--- src/ifa_pkg.sv ---
// Package for the interrupt aggregator: map, widths and field layout
package ifa_pkg;
	localparam int          IFA_NSRC      = 28;      // Number of request sources
	localparam int          IFA_DW        = 32;      // Bus data width
	localparam int          IFA_AW        = 5;       // Byte address width
	localparam int          IFA_FIQ_TOP   = 3;       // Highest fast source
	localparam int          IFA_IRQ_LOW   = 4;       // Lowest normal source
	localparam logic [4:0]  IFA_OFS_MSK   = 5'h00;   // Masked status
	localparam logic [4:0]  IFA_OFS_RAW   = 5'h04;   // Raw request status
	localparam logic [4:0]  IFA_OFS_ENS   = 5'h08;   // Enable set
	localparam logic [4:0]  IFA_OFS_ENC   = 5'h0c;   // Enable clear
	localparam logic [27:0] IFA_EN_RST    = 28'h0;   // Enables after reset
	localparam logic [3:0]  IFA_RSV_VAL   = 4'h0;    // Reserved bits read
	localparam logic [31:0] IFA_UNMAPPED  = 32'h0;   // Unmapped read value
	// Bus slave phases
	typedef enum logic [0:0] {IFA_IDLE, IFA_ACK} ifa_bus_st_t;
endpackage

--- src/ifa_src_if.sv ---
// Interface carrying request and enable vectors to the combiner
`timescale 1ns/1ps
`default_nettype none
interface ifa_src_if;
	logic [27:0] raw;     // Synchronised raw requests
	logic [27:0] enable;  // Current enable bits
	logic [27:0] masked;  // Raw AND enable
	modport ctrl (output raw, output enable, input masked);
	modport comb (input raw, input enable, output masked);
endinterface
`default_nettype wire

--- src/ifa_irq_fiq_aggregator.sv ---
// Interrupt aggregator top: enables, status registers, IRQ/FIQ outputs
// Notes for users of this block:
// - Requests are levels; the source must drop its line, since
//   nothing here latches or clears an event.
// - A request pin reaches irq_o or fiq_o three edges after it
//   moves: two synchroniser stages and the output register.
//   A pulse shorter than one clock may be missed entirely.
// - There is no vector and no priority inside a group; the
//   handler reads the masked status and picks a source itself.
// - Enable-clear is write only and reads back as zero; the
//   current enables are read at the enable-set offset.
// - Every access takes one wait cycle; read data are taken in
//   the wait cycle, so the raw view is the synchronised one.
// - Byte lanes mask enable writes; upper four bits of the top
//   lane are reserved and never stored.
//
// The implementer's own choices: the Avalon-MM slave port and the register offsets.
`timescale 1ns/1ps
`default_nettype none
module ifa_irq_fiq_aggregator
	import ifa_pkg::*;
(
	// Clock and reset
	input  wire logic              core_clk_i,
	input  wire logic              sys_rst_i,
	// Request lines from peripherals and pins
	input  wire logic [27:0]       req_i,
	// Avalon-MM slave
	input  wire logic [IFA_AW-1:0] avs_address_i,
	input  wire logic              avs_read_i,
	input  wire logic              avs_write_i,
	input  wire logic [3:0]        avs_byteenable_i,
	input  wire logic [31:0]       avs_writedata_i,
	output logic [31:0]            avs_readdata_o,
	output logic                   avs_waitrequest_o,
	// Lines to the processor core
	output logic                   irq_o,
	output logic                   fiq_o
);
	// Two-stage synchroniser on requests that may come from pins
	logic [27:0] req_s1_r;      // First stage, read only by second
	logic [27:0] req_s2_r;      // Synchronised raw requests
	logic [27:0] en_r;          // Source enables
	logic [27:0] en_nxt;        // Next enables
	logic        irq_r;         // Registered IRQ
	logic        irq_nxt;       // Next IRQ
	logic        fiq_r;         // Registered FIQ
	logic        fiq_nxt;       // Next FIQ
	logic [31:0] rd_r;          // Read data register
	logic [31:0] rd_nxt;        // Next read data
	ifa_bus_st_t st_r;          // Bus phase
	ifa_bus_st_t st_nxt;        // Next bus phase
	logic [31:0] wmask;         // Byte lanes expanded to bits
	logic        wr_ens;        // Write to enable-set accepted
	logic        wr_enc;        // Write to enable-clear accepted

	// Shared connection to the mask combiner
	ifa_src_if src ();
	assign src.raw    = req_s2_r;
	assign src.enable = en_r;

	ifa_combiner u_comb (
		.s (src)
	);

	// Expand byte enables to a bit mask
	function automatic logic [31:0] lanes(input logic [3:0] be);
		lanes = {{8{be[3]}}, {8{be[2]}}, {8{be[1]}}, {8{be[0]}}};
	endfunction

	// Pad a 28-bit vector to the bus, reserved bits zero
	function automatic logic [31:0] pad(input logic [27:0] v);
		pad = {IFA_RSV_VAL, v};
	endfunction

	// Writes take effect at the acknowledge edge only
	assign wmask  = lanes(avs_byteenable_i);
	assign wr_ens = (st_r == IFA_ACK) && avs_write_i
	                && (avs_address_i == IFA_OFS_ENS);
	assign wr_enc = (st_r == IFA_ACK) && avs_write_i
	                && (avs_address_i == IFA_OFS_ENC);

	// Bus phase: one wait cycle, then acknowledge
	always_comb begin
		st_nxt = st_r;
		unique case (st_r)
			IFA_IDLE: begin
				if (avs_read_i || avs_write_i) begin
					st_nxt = IFA_ACK;
				end
			end
			IFA_ACK: begin
				st_nxt = IFA_IDLE;
			end
		endcase
	end

	// Waitrequest low only in the acknowledge cycle
	assign avs_waitrequest_o = !(st_r == IFA_ACK);

	// Enable update; bits 31..28 of write data are dropped
	always_comb begin
		en_nxt = en_r;
		if (wr_ens) begin
			// Ones set, zeros leave alone
			en_nxt = en_nxt | (avs_writedata_i[27:0] & wmask[27:0]);
		end
		if (wr_enc) begin
			// Ones clear, zeros leave alone
			en_nxt = en_nxt & ~(avs_writedata_i[27:0] & wmask[27:0]);
		end
	end

	// Read data captured in the wait cycle, shown at acknowledge
	always_comb begin
		rd_nxt = rd_r;
		if (st_r == IFA_IDLE && avs_read_i) begin
			unique case (avs_address_i)
				IFA_OFS_MSK: rd_nxt = pad(src.masked);
				IFA_OFS_RAW: rd_nxt = pad(req_s2_r);
				IFA_OFS_ENS: rd_nxt = pad(en_r);
				default:     rd_nxt = IFA_UNMAPPED;      // Enable-clear, holes
			endcase
		end
	end
	assign avs_readdata_o = rd_r;

	// Group ORs; no ordering between sources inside a group
	always_comb begin
		irq_nxt = |src.masked[27:IFA_IRQ_LOW];
		fiq_nxt = |src.masked[IFA_FIQ_TOP:0];
	end
	assign irq_o = irq_r;
	assign fiq_o = fiq_r;

	// All state registered; enables cleared at reset
	always_ff @(posedge core_clk_i) begin
		if (sys_rst_i) begin
			req_s1_r <= '0;
			req_s2_r <= '0;
			en_r     <= IFA_EN_RST;
			irq_r    <= 1'b0;
			fiq_r    <= 1'b0;
			rd_r     <= '0;
			st_r     <= IFA_IDLE;
		end else begin
			req_s1_r <= req_i;
			req_s2_r <= req_s1_r;
			en_r     <= en_nxt;
			irq_r    <= irq_nxt;
			fiq_r    <= fiq_nxt;
			rd_r     <= rd_nxt;
			st_r     <= st_nxt;
		end
	end

	// Checks on the outputs and register effects
	irq_follows_a: assert property (@(posedge core_clk_i) disable iff (sys_rst_i)
		irq_o == $past(|(req_s2_r[27:4] & en_r[27:4])))
		else $error("irq does not follow enabled high sources");
	fiq_follows_a: assert property (@(posedge core_clk_i) disable iff (sys_rst_i)
		fiq_o == $past(|(req_s2_r[3:0] & en_r[3:0])))
		else $error("fiq does not follow enabled low sources");
	masked_off_a: assert property (@(posedge core_clk_i) disable iff (sys_rst_i)
		(en_r == '0) |=> !irq_o && !fiq_o)
		else $error("output raised with no source enabled");
	set_ones_a: assert property (@(posedge core_clk_i) disable iff (sys_rst_i)
		wr_ens && !wr_enc |=> ((en_r & $past(avs_writedata_i[27:0]
		& wmask[27:0])) == $past(avs_writedata_i[27:0] & wmask[27:0])))
		else $error("enable set write lost a bit");
	clear_ones_a: assert property (@(posedge core_clk_i) disable iff (sys_rst_i)
		wr_enc |=> ((en_r & $past(avs_writedata_i[27:0] & wmask[27:0]))
		== '0))
		else $error("enable clear write kept a bit");
	hold_en_a: assert property (@(posedge core_clk_i) disable iff (sys_rst_i)
		!wr_ens && !wr_enc |=> $stable(en_r))
		else $error("enables changed without a write");
	reset_en_a: assert property (@(posedge core_clk_i)
		sys_rst_i |=> en_r == '0)
		else $error("enables not cleared by reset");
	rsv_zero_a: assert property (@(posedge core_clk_i) disable iff (sys_rst_i)
		avs_readdata_o[31:28] == 4'h0)
		else $error("reserved bits read nonzero");
	ens_read_a: assert property (@(posedge core_clk_i) disable iff (sys_rst_i)
		st_r == IFA_IDLE && avs_read_i && avs_address_i == IFA_OFS_ENS
		|=> avs_readdata_o[27:0] == $past(en_r))
		else $error("enable read does not show enables");
	msk_read_a: assert property (@(posedge core_clk_i) disable iff (sys_rst_i)
		st_r == IFA_IDLE && avs_read_i && avs_address_i == IFA_OFS_MSK
		|=> avs_readdata_o[27:0] == $past(req_s2_r & en_r))
		else $error("masked read is not raw and enable");
	ack_one_a: assert property (@(posedge core_clk_i) disable iff (sys_rst_i)
		!avs_waitrequest_o |=> avs_waitrequest_o)
		else $error("acknowledge held longer than one cycle");

	// Fast sources alone never reach the normal line
	fiq_not_irq_a: assert property (
		@(posedge core_clk_i) disable iff (sys_rst_i)
		(src.masked[27:4] == '0) |=> !irq_o)
		else $error("fast source raised the normal line");

	// Normal sources alone never reach the fast line
	irq_not_fiq_a: assert property (
		@(posedge core_clk_i) disable iff (sys_rst_i)
		(src.masked[3:0] == '0) |=> !fiq_o)
		else $error("normal source raised the fast line");

	// A held, enabled request keeps the normal line up
	irq_level_a: assert property (
		@(posedge core_clk_i) disable iff (sys_rst_i)
		(|src.masked[27:4]) |=> irq_o)
		else $error("normal line dropped while request held");

	// A held, enabled request keeps the fast line up
	fiq_level_a: assert property (
		@(posedge core_clk_i) disable iff (sys_rst_i)
		(|src.masked[3:0]) |=> fiq_o)
		else $error("fast line dropped while request held");

	// Raw view ignores enables
	raw_read_a: assert property (
		@(posedge core_clk_i) disable iff (sys_rst_i)
		st_r == IFA_IDLE && avs_read_i && avs_address_i == IFA_OFS_RAW
		|=> avs_readdata_o[27:0] == $past(req_s2_r))
		else $error("raw read does not show requests");

	// Enable-clear is write only and reads as the unmapped value
	enc_read_a: assert property (
		@(posedge core_clk_i) disable iff (sys_rst_i)
		st_r == IFA_IDLE && avs_read_i && avs_address_i == IFA_OFS_ENC
		|=> avs_readdata_o == IFA_UNMAPPED)
		else $error("enable clear read is not zero");

	// A write of zeros or of reserved bits only leaves enables alone
	rsv_write_a: assert property (
		@(posedge core_clk_i) disable iff (sys_rst_i)
		(wr_ens || wr_enc) && (avs_writedata_i[27:0] & wmask[27:0]) == '0
		|=> $stable(en_r))
		else $error("write of no source bits changed enables");

	// A set write raises only the bits written
	set_only_a: assert property (
		@(posedge core_clk_i) disable iff (sys_rst_i)
		wr_ens |=> (en_r & ~$past(en_r))
		== ($past(avs_writedata_i[27:0] & wmask[27:0]) & ~$past(en_r)))
		else $error("enable set write raised an unwritten bit");

	// A clear write drops only the bits written
	clr_only_a: assert property (
		@(posedge core_clk_i) disable iff (sys_rst_i)
		wr_enc |=> ($past(en_r) & ~en_r)
		== ($past(avs_writedata_i[27:0] & wmask[27:0]) & $past(en_r)))
		else $error("enable clear write dropped an unwritten bit");

	// Reset leaves both lines low
	rst_lines_a: assert property (
		@(posedge core_clk_i)
		sys_rst_i |=> !irq_o && !fiq_o)
		else $error("line high after reset");

	// Every request is answered in the next cycle
	ack_next_a: assert property (
		@(posedge core_clk_i) disable iff (sys_rst_i)
		st_r == IFA_IDLE && (avs_read_i || avs_write_i)
		|=> !avs_waitrequest_o)
		else $error("request not answered after one wait");

	// Read data stand until the next read is taken
	rd_hold_a: assert property (
		@(posedge core_clk_i) disable iff (sys_rst_i)
		!(st_r == IFA_IDLE && avs_read_i) |=> $stable(avs_readdata_o))
		else $error("read data changed without a read");

	// Main scenarios reached
	irq_seen_c: cover property (@(posedge core_clk_i) disable iff (sys_rst_i)
		irq_o && !fiq_o);
	fiq_seen_c: cover property (@(posedge core_clk_i) disable iff (sys_rst_i)
		fiq_o && !irq_o);
	both_seen_c: cover property (@(posedge core_clk_i) disable iff (sys_rst_i)
		irq_o && fiq_o);
	set_clr_c: cover property (@(posedge core_clk_i) disable iff (sys_rst_i)
		wr_ens ##[1:20] wr_enc);
	masked_req_c: cover property (@(posedge core_clk_i) disable iff (sys_rst_i)
		|req_s2_r && !irq_o && !fiq_o);
endmodule
`default_nettype wire

--- src/ifa_combiner.sv ---
// Masking of requests by enables, combinational
`timescale 1ns/1ps
`default_nettype none
module ifa_combiner
	import ifa_pkg::*;
(
	// Vectors from the controller
	ifa_src_if.comb s
);
	// Each source gated alone; no ordering between sources
	genvar g;
	generate
		for (g = 0; g < IFA_NSRC; g++) begin : gate_g
			assign s.masked[g] = s.raw[g] & s.enable[g];
		end
	endgenerate
endmodule
`default_nettype wire

--- config.mk ---
export PLATFORM = sky130hd
export DESIGN_NAME = ifa_irq_fiq_aggregator
export DESIGN_NICKNAME = d
export VERILOG_FILES = /design/src/ifa_pkg.sv /design/src/ifa_src_if.sv /design/src/ifa_irq_fiq_aggregator.sv /design/src/ifa_combiner.sv
export SDC_FILE = /design/constraint.sdc
export NUM_CORES = 1
export LEC_CHECK = 0
export BUFFER_PORTS_ARGS = -buffer_cell sky130_fd_sc_hd__buf_2
export CORE_UTILIZATION = 40
export CTS_CLUSTER_DIAMETER = 150
export DETAILED_ROUTE_END_ITERATION = 7
export HOLD_SLACK_MARGIN = 0.15
export SLEW_MARGIN = 5
export SYNTH_ARGS = -nofsm -noshare
export SYNTH_HDL_FRONTEND = slang
export SYNTH_HIERARCHICAL = 1
export SYNTH_SLANG_ARGS = --single-unit
--- constraint.sdc ---
create_clock -name core_clk_i -period 2.63 [get_ports core_clk_i]
set_clock_uncertainty 0.2 [all_clocks]
set_input_delay 0 -clock core_clk_i [delete_from_list [all_inputs] [get_ports core_clk_i]]
set_output_delay 0 -clock core_clk_i [all_outputs]
set_load 0.005 [all_outputs]
# [Word level (Yosys, flattened, before mapping)]
# Cells that the tools add are included.
[word_totals] register_bits=119 latchBits=0 mem_bits_rw=0 romBits=0 mem_count=0
[op_classes] n_addsub=0 multipliers=0 n_div=0 order_cmp=0 eq_ne=3 shift=0 mux=5 bitwise=33 reduce_logical=9
[op_table] cell="$pmux 28 s3" n=1
[op_table] cell="$and 28x28->28" n=2
[op_table] cell="$mux 28" n=2
[op_table] cell="$and 1x1->1" n=28
[op_table] cell="$not 28->28" n=1
[op_table] cell="$or 28x28->28" n=1
[op_table] cell="$reduce_or 24->1" n=1
[op_table] cell="$eq 5x4->1 const B" n=2
[op_table] cell="$eq 5x3->1 const B" n=1
[op_table] cell="$logic_not 5->1" n=1
[op_table] cell="$logic_and 1x1->1" n=4
[op_table] cell="$reduce_or 4->1" n=1
[op_table] cell="$pmux 1 s2" n=1
[op_table] cell="$logic_not 1->1" n=1
[op_table] cell="$logic_or 1x1->1" n=1
[op_table] cell="$mux 1" n=1
[op_table] cell="$not 1->1" n=1

# [Depth between registers and ports, before layout]
# Gate-level depths: netlist (run 1).
[depth] word_depth=5 mapped_depth=6 depth_no_buf=4

# [By module]
# The synthesis (run 1) kept the hierarchy.
[by_module_without_submodules] module="ifa_irq_fiq_aggregator" instances=1 cells_per_inst=401 area_each_um2=4421.7 seq_area_each_um2=2302.2
[by_module_without_submodules] module="ifa_combiner" instances=1 cells_per_inst=28 area_each_um2=175.2 seq_area_each_um2=0.0

# [Least setup slack after synthesis (run 1)]
# OpenSTA, ideal clock, no wires.
[synth_timing] kind="reg-to-reg" start="reg st_r" end="reg rd_r[10], in the netlist avs_readdata_o[10]" setup_ns=0.117 arrival_ns=1.062 slack_ns=1.251 stages_incl_launch_ff=6 synth_period_minus_slack_ns=1.379 path_cell_list="dfxtp_1 a211oi_2 and3_1 buf_6 buf_6 a22o_1"
[synth_via] elab_chain_len=2
[synth_rtl] item="start: declaration" line_no="ifa_irq_fiq_aggregator.sv:51" rtl="ifa_bus_st_t st_r;"
[synth_rtl] item="start signal: assignment" line_no="ifa_irq_fiq_aggregator.sv:153" rtl="st_r <= st_nxt;"
[synth_rtl] item="$not 1->1"
[synth_rtl] item="$logic_and 1x1->1" line_no="ifa_irq_fiq_aggregator.sv:117" rtl="if (st_r == IFA_IDLE && avs_read_i) begin"
[synth_rtl] item="end signal: assignment" line_no="ifa_irq_fiq_aggregator.sv:152" rtl="rd_r <= rd_nxt;"
[synth_rtl] item="end: declaration" line_no="ifa_irq_fiq_aggregator.sv:49" rtl="logic [31:0] rd_r;"
# Every way passes these cells.
# A chain may end at the register's enable or synchronous reset.

# [Worst setup path in the final report (run 1)]
[layout_timing] start="in avs_address_i[3]" end="reg en_r[27]"
[layout_via] elab_chain_len=5 word_cells_on_any_way=7
[layout_rtl] item="start: declaration" line_no="ifa_irq_fiq_aggregator.sv:29" rtl="input wire logic [IFA_AW-1:0] avs_address_i,"
[layout_rtl] item="$eq 5x4->1" line_no="ifa_irq_fiq_aggregator.sv:79" rtl="&& (avs_address_i == IFA_OFS_ENS);"
[layout_rtl] item="$logic_and 1x1->1" line_no="ifa_irq_fiq_aggregator.sv:79"
[layout_rtl] item="$mux 28" line_no="ifa_irq_fiq_aggregator.sv:104" rtl="if (wr_ens) begin"
[layout_rtl] item="$and 28x28->28" line_no="ifa_irq_fiq_aggregator.sv:110" rtl="en_nxt = en_nxt & ~(avs_writedata_i[27:0] & wmask[27:0]);"
[layout_rtl] item="$mux 28 (*)" line_no="ifa_irq_fiq_aggregator.sv:108" rtl="if (wr_enc) begin"
[layout_rtl] item="end signal: assignment" line_no="ifa_irq_fiq_aggregator.sv:149" rtl="en_r <= en_nxt;"
[layout_rtl] item="end: declaration" line_no="ifa_irq_fiq_aggregator.sv:43" rtl="logic [27:0] en_r;"
# Every way passes the cells marked *; elsewhere a longest branch is shown, timed or not.

==> results of run 1 <==
## placed cells by master, fill, tap and decap left out, types with 2 or more instances in the layout
cell | Yosys | routed
buf_4 | 7 | 7
dlygate4sd3_1 | 0 | 124
and2_1 | 28 | 28
conb_1 | 1 | 4
nor3_1 | 2 | 2
a22o_1 | 28 | 28
nand3_1 | 27 | 27
and4_1 | 6 | 6
clkbuf_16 | 0 | 17
mux2i_1 | 55 | 55
clkinv_2 | 0 | 2
o2bb2ai_1 | 28 | 28
buf_2 | 15 | 99
dfxtp_1 | 115 | 115
a31oi_1 | 2 | 2
clkbuf_1 | 9 | 2
nand2b_1 | 27 | 27
bufinv_16 | 0 | 4
nor2_1 | 2 | 2
clkbuf_8 | 0 | 5
nor2b_1 | 57 | 56
nor4_1 | 7 | 7
## timing repair
item                                    4_1_cts  5_1_grt
hold buffers                                124        0
resized for setup                             0        1
endpoints found under the setup margin        0        1
hold endpoints to repair                     97        0
## cells by family after synthesis
group,count (synthesis),share of synthesized area [%]
flip-flops,115,50.08
multiplexers,55,11.98
buffers and inverters,39,5.144
other,1,0.08158
AO/OA/AOI/OAI,60,11.57
AND/OR/NAND/NOR,159,21.15
## state kept, by name, indices dropped and copies added (netlist names)
| register | cells |
|---|---|
| req_s1_r | 28 |
| avs_readdata_o | 28 |
| irq_o | 1 |
| req_s2_r | 28 |
| fiq_o | 1 |
| en_r | 28 |
| st_r | 1 |
## cells in the mapped netlist (all sizes together)
| cell type | count |
|---|---|
| mux2i | 55 |
| nor4 | 7 |
| nor3 | 3 |
| a22o | 28 |
| a21oi | 1 |
| nor2 | 2 |
| buf | 29 |
| or2 | 1 |
| and3 | 1 |
| and4 | 6 |
| a31oi | 2 |
| nand2b | 27 |
| dfxtp | 115 |
| clkbuf | 9 |
| a211oi | 1 |
| and2 | 28 |
| conb | 1 |
| inv | 1 |
| nand3 | 27 |
| nor2b | 57 |
| o2bb2ai | 28 |
## per-stage QoR
stage / cell area, µm² / setup slack [ps] / utilization, % / cells
final: 7008 / 136.5 / 63.53 / 797
after global routing: 7008 / 17.36 / 63.53 / 797
after CTS: 7004 / 35.67 / 63.50 / 797
after detailed placement: 5115 / 534.6 / 46.37 / 641
after global placement: 5115 / 600.3 / 46.37 / 641
after floorplan: 4608 / 1251 / - / 432
## report_power, final
group / switching [mW] / total, mW / internal, mW
logic: 0.137 / 0.325 / 0.188
clock network: 0.780 / 2.49 / 1.71
registers: 0.0159 / 1.80 / 1.79
## layer usage
layer  share of wire, %  track usage (%)  wire, µm  vias up
li1                   -                -         -     1939
met1                 46            25.91      5480     1799
met2                 49            36.66      5857       92
met3                4.3            5.559       517       14
met4                1.5            10.48       179        0
met5                  0                0         0        -
## worst max-delay path: stages
cell	delay, ps
dlygate4sd3_1	510
buf_2	130
buf_6	270
and4_1	320
nand3_1	90
dlygate4sd3_1	580
mux2i_1	120
dlygate4sd3_1	560
## how the worst min path moves through the flow
| stage | slack [ps] | startpoint | end | cells past startpoint |
|---|---|---|---|---|
| 2_1_floorplan | -70 | req_i[0] | req_s1_r[0] | 1 |
| 3_3_place_gp | 9 | req_i[23] | req_s1_r[23] | 2 |
| 5_1_grt | 180 | req_i[6] | req_s1_r[6] | 3 |
| 6_report | 170 | req_i[6] | req_s1_r[6] | 3 |
| 3_5_place_dp | 10 | req_i[10] | req_s1_r[10] | 2 |
| 4_1_cts | 150 | req_i[7] | req_s1_r[7] | 3 |
## layout make-up
class | instances | area [µm²]
Inverter | 1 | 3.754
Sequential cell | 115 | 2302
Timing Repair Buffer | 231 | 1800
Fill cell | 894 | 4023
Multi-Input combinational cell | 278 | 2078
Tap cell | 140 | 175.2
Clock buffer | 24 | 501.7
Clock inverter | 8 | 146.4
==> impl_metrics.toml, run 1 <==
[sta]
worst_pin_slew_ps = 1183
setup_tns_ps = 0
hold_viol = 0
slew_violations = 0
period_needed_ps = 2494
clock.fmax_mhz = 401.0
whs_ps = 167.0
rsz0062_at_grt = "no"
fin_crit_sh_pct = 94.81
slew_headroom_pct = 21.10
setup_viol = 0

[logic_synthesis]
synth_cell_types = 25
syn_avg_cell_area_um2 = 10.72
ys_ff_latch = 115
yosysTopAreaCellShare_pct = 50.08
yosysSeqAreaShare_pct = 50.08
synthCells = 429
yosysWarnings = 6
yosys-top-cells-area = "dfxtp_1 (50%), mux2i_1 (12%), nor2b_1 (7.8%)"
synth_area_mm2 = 0.004597
yosys.area.top_type = "dfxtp_1"

[pwr]
finalPower_mw = 4.618
ir_worst_vdd_mv = 0.4048
power.leakage_nw = 3.046
powerDensity_mw_per_mm2 = 658.9

[critical_path]
cp.arrival_ps = 2580
startpoint = "avs_address_i[3]"
r2r-end = "en_r[27]"
end_kind = "register"
crit_fanout = 33
cp-start-kind = "input pin"
reg2reg_depth = 5
critPathCapture = "en_r[27]"
r2r-start = "st_r"
worstPathRequired_ps = 2720
rrSetupSlack_ps = 200
worstSetupPathType = "in2reg"

[place]
portBuffers = 99
place.gp.congestion = 0.7038
place_hpwl_mm = 6.850

[clocking]
cts_setup_buffers = 0
cts_tree = "yes"
clk_pin_slew_ps = 50
numCtsBuffers = 17
cts_sinks = 115
cts-root-buf = "clkbuf_16"
ctsLongestPathBuffers = 2
cts_htree_levels = 4
clk_latency_ps = 400

[route]
vias = 3844
drc = 0
dr.pass1.iters = 4
drt_wl_total_mm = 12.03
drt_iter0_drc = 162
drt-vias-per-instance = 4.823
wire_per_inst_um = 15.10
final_antenna_net_count = 0

[cells_and_area]
syn2layout_area_growth_pct = 52.45
final_nets = 717
drive_gt1_share_pct = 21.61
diodes = 0

[global_route]
grt_pass1_wl_mm = 19.29
grt_max_degree = 58
antenna_found_initial = 0
grt_remaining_overflow = 0
grt_pass1_vias = 3975
track_usage_pct = 21.83

[flow_run]
maxCapViolCount = 0

[die]
core_area_mm2 = 0.01103
rows = 38
die-height_um = 109.2
die_area_mm2 = 0.01192
start_util_pct = 41.67
die_x_um = 109.2
io_pins = 108

[min_path]
hold_class = "in2reg"

[run_status]
status = "finished, final reports clean"
No activity file was read; power rests on OpenSTA's default activity.
==> run 2, diff against run 1 <==
--- a/config.mk
+++ b/config.mk
@@ -6,10 +6,12 @@
 export NUM_CORES = 1
 export LEC_CHECK = 0
 export BUFFER_PORTS_ARGS = -buffer_cell sky130_fd_sc_hd__buf_2
-export CORE_UTILIZATION = 40
+export CORE_UTILIZATION = 57
 export CTS_CLUSTER_DIAMETER = 150
 export DETAILED_ROUTE_END_ITERATION = 7
 export HOLD_SLACK_MARGIN = 0.15
+export PLACE_DENSITY = 0.84
+export RECOVER_POWER = 100
 export SLEW_MARGIN = 5
 export SYNTH_ARGS = -nofsm -noshare
 export SYNTH_HDL_FRONTEND = slang
==> run 2 against run 1 <==
Net effect:
- the run now fails in clock tree synthesis (4_1_cts)
- synthesized area unchanged
- synthesized cell count unchanged
==> impl_metrics.toml, run 2 <==
[run_status]
error = "[ERROR RSZ-0060] Max buffer count reached."
status = "aborted with a tool error"
stop_stage = "clock tree synthesis (4_1_cts)"

[clocking]
cts_sinks = 115
cts-root-buf = "clkbuf_8"
cts_htree_levels = 4
cts_resized = 0
cts_setup_buffers = 0
holdBufCountCts = 128
ctsLongestPathBuffers = 2
numCtsBuffers = 17

[logic_synthesis]
yosysWarnings = 6
yosysTopAreaCellShare_pct = 50.08
ys_async_sr_fraction_pct = 0
yosys-top-cells-area = "dfxtp_1 (50%), mux2i_1 (12%), nor2b_1 (7.8%)"
syn_avg_cell_area_um2 = 10.72
yosys.area.top_type = "dfxtp_1"
synth.most_common_cell = "dfxtp_1"
synth_edf_count = 0
synth_area_mm2 = 0.004597
yosys-top-cells-count = "dfxtp_1 (115), nor2b_1 (57), mux2i_1 (55)"
synth_cell_types = 25
synthCells = 429
yosysSeqAreaShare_pct = 50.08
ys_ff_latch = 115
synth_flop_cell = "dfxtp_1"

[die]
die-height_um = 91.81
io_pins = 108
rows = 32
start_util_pct = 59.18
die_x_um = 91.81

[place]
place_hpwl_mm = 6.555
portBuffers = 99
place.gp.congestion = 0.7772
dp_slack_ps = 954.5
==> run 2: stage by stage <==
stage               instances  hold WS (ps)  area [µm²]  util, %
floorplan                 432        -71.82        4608        -
global placement          605         6.109        5082    65.43
detailed placement        605         14.02        5082    65.43
==> run 2: cell families after synthesis <==
family                 share of synthesized area (%)
AND/OR/NAND/NOR                                21.15
flip-flops                                     50.08
other                                        0.08158
AO/OA/AOI/OAI                                  11.57
multiplexers                                   11.98
buffers and inverters                          5.144
==> run 3, diff against run 2 <==
--- a/config.mk
+++ b/config.mk
@@ -6,11 +6,9 @@
 export NUM_CORES = 1
 export LEC_CHECK = 0
 export BUFFER_PORTS_ARGS = -buffer_cell sky130_fd_sc_hd__buf_2
-export CORE_UTILIZATION = 57
-export CTS_CLUSTER_DIAMETER = 150
+export CORE_UTILIZATION = 40
 export DETAILED_ROUTE_END_ITERATION = 7
-export HOLD_SLACK_MARGIN = 0.15
-export PLACE_DENSITY = 0.84
+export PLACE_DENSITY_LB_ADDON = 0.15
 export RECOVER_POWER = 100
 export SLEW_MARGIN = 5
 export SYNTH_ARGS = -nofsm -noshare
==> run 3 against run 2 <==
Net effect:
- the flow now finishes without violations
==> impl_metrics.toml, run 3 (synthesized netlist as in run 1, its figures left out) <==
[run_status]
status = "finished, final reports clean"

[sta]
setup_viol = 0
hold_viol = 0
rsz0062_at_grt = "no"
period_needed_ps = 2200
setup_tns_ps = 0
fin_crit_sh_pct = 83.67
slew_headroom_pct = 28.33
worst_pin_slew_ps = 1075
clock.fmax_mhz = 454.5
whs_ps = 31.45
setup_slack_ps = 429.6
slew_violations = 0

[pwr]
power.leakage_nw = 2.779
powerDensity_mw_per_mm2 = 660.3
finalPower_mw = 4.215
ir_worst_vdd_mv = 0.4944

[clocking]
numCtsBuffers = 17
clk_pin_slew_ps = 50
clk_latency_ps = 410
cts_sinks = 115
cts_setup_buffers = 0
ctsLongestPathBuffers = 2
cts-root-buf = "clkbuf_16"
cts_htree_levels = 4
cts_tree = "yes"

[die]
die_area_mm2 = 0.01192
start_util_pct = 41.67
die_x_um = 109.2
io_pins = 108
core_area_mm2 = 0.01103
die-height_um = 109.2
rows = 38

[place]
dp_slack_ps = 672.5
place.gp.congestion = 0.7446
place_hpwl_mm = 7.167
portBuffers = 99

[critical_path]
cp.arrival_ps = 2350
cp-start-kind = "input pin"
crit_fanout = 28
end_kind = "register"
rrSetupSlack_ps = 670
worstSetupPathType = "in2reg"
worstPathRequired_ps = 2780

[global_route]
grt_pass1_wl_mm = 18.46
grt_remaining_overflow = 0
antenna_found_initial = 0
grt_max_degree = 39
track_usage_pct = 21.09
grt_pass1_vias = 3702

[route]
final_antenna_net_count = 0
wire_per_inst_um = 15.51
drt-vias-per-instance = 4.926
dr.pass1.iters = 5
drc = 0
drt_wl_total_mm = 11.60
vias = 3685
drt_iter0_drc = 152

[flow_run]
maxCapViolCount = 0

[cells_and_area]
diodes = 0
layout_common_cells = "dfxtp_1 (115), buf_2 (80), dlygate4sd3_1 (73)"
syn2layout_area_growth_pct = 38.87
layout_commonest_cell = "dfxtp_1"
drive_gt1_share_pct = 19.90
final_nets = 669

[min_path]
hold_class = "in2reg"
[run 3: path summary, 6_finish.rpt]
check | startpoint | depth (start not counted) | endpoint
max | avs_address_i[3] | 7 | avs_readdata_o[13]
max reg2reg | st_r | 4 | avs_readdata_o[13]
min reg2reg | req_s1_r[6] | 1 | req_s2_r[6]
min | avs_byteenable_i[2] | 4 | en_r[17]
[run 3: per-layer routing]
metal	part of all wire, %	global-route usage [%]	routed length [µm]
met1	47	26.87	5437
met2	47	33.33	5424
met3	5.2	6.455	600
met4	1.2	8.095	139
met5	0	0	0
[run 3: through the flow]
step                      instances  util [%]  cell area, µm²
after floorplan                 432         -            4608
final                           748     57.87            6384
after global placement          644     46.57            5137
after global routing            748     57.87            6384
after CTS                       748     58.18            6417
after detailed placement        644     46.57            5137
[run 3: critical path, stage by stage]
cell	delay [ps]
dlygate4sd3_1	520
clkbuf_2	330
buf_4	340
nor2b_2	180
clkbuf_2	590
o2bb2ai_1	220
a22o_1	160
[run 3: power breakdown]
part           switching (mW)  internal [mW]
Combinational           0.134          0.160
Clock                   0.733           1.38
Sequential             0.0151           1.79
[run 3: area by class of cell]
type / count / area (µm²)
multi-input cells: 278 / 2078
clock buffers: 26 / 499.2
flip-flops and latches: 115 / 2302
well taps: 140 / 175.2
fillers: 999 / 4647
inverters: 1 / 3.754
repair buffers: 183 / 1275
clock inverters: 5 / 50.05
[run 3: repair_timing]
action | 4_1_cts | 5_1_grt
hold buffers | 73 | 0
resized for setup | 0 | 0
hold endpoints to repair | 75 | 0
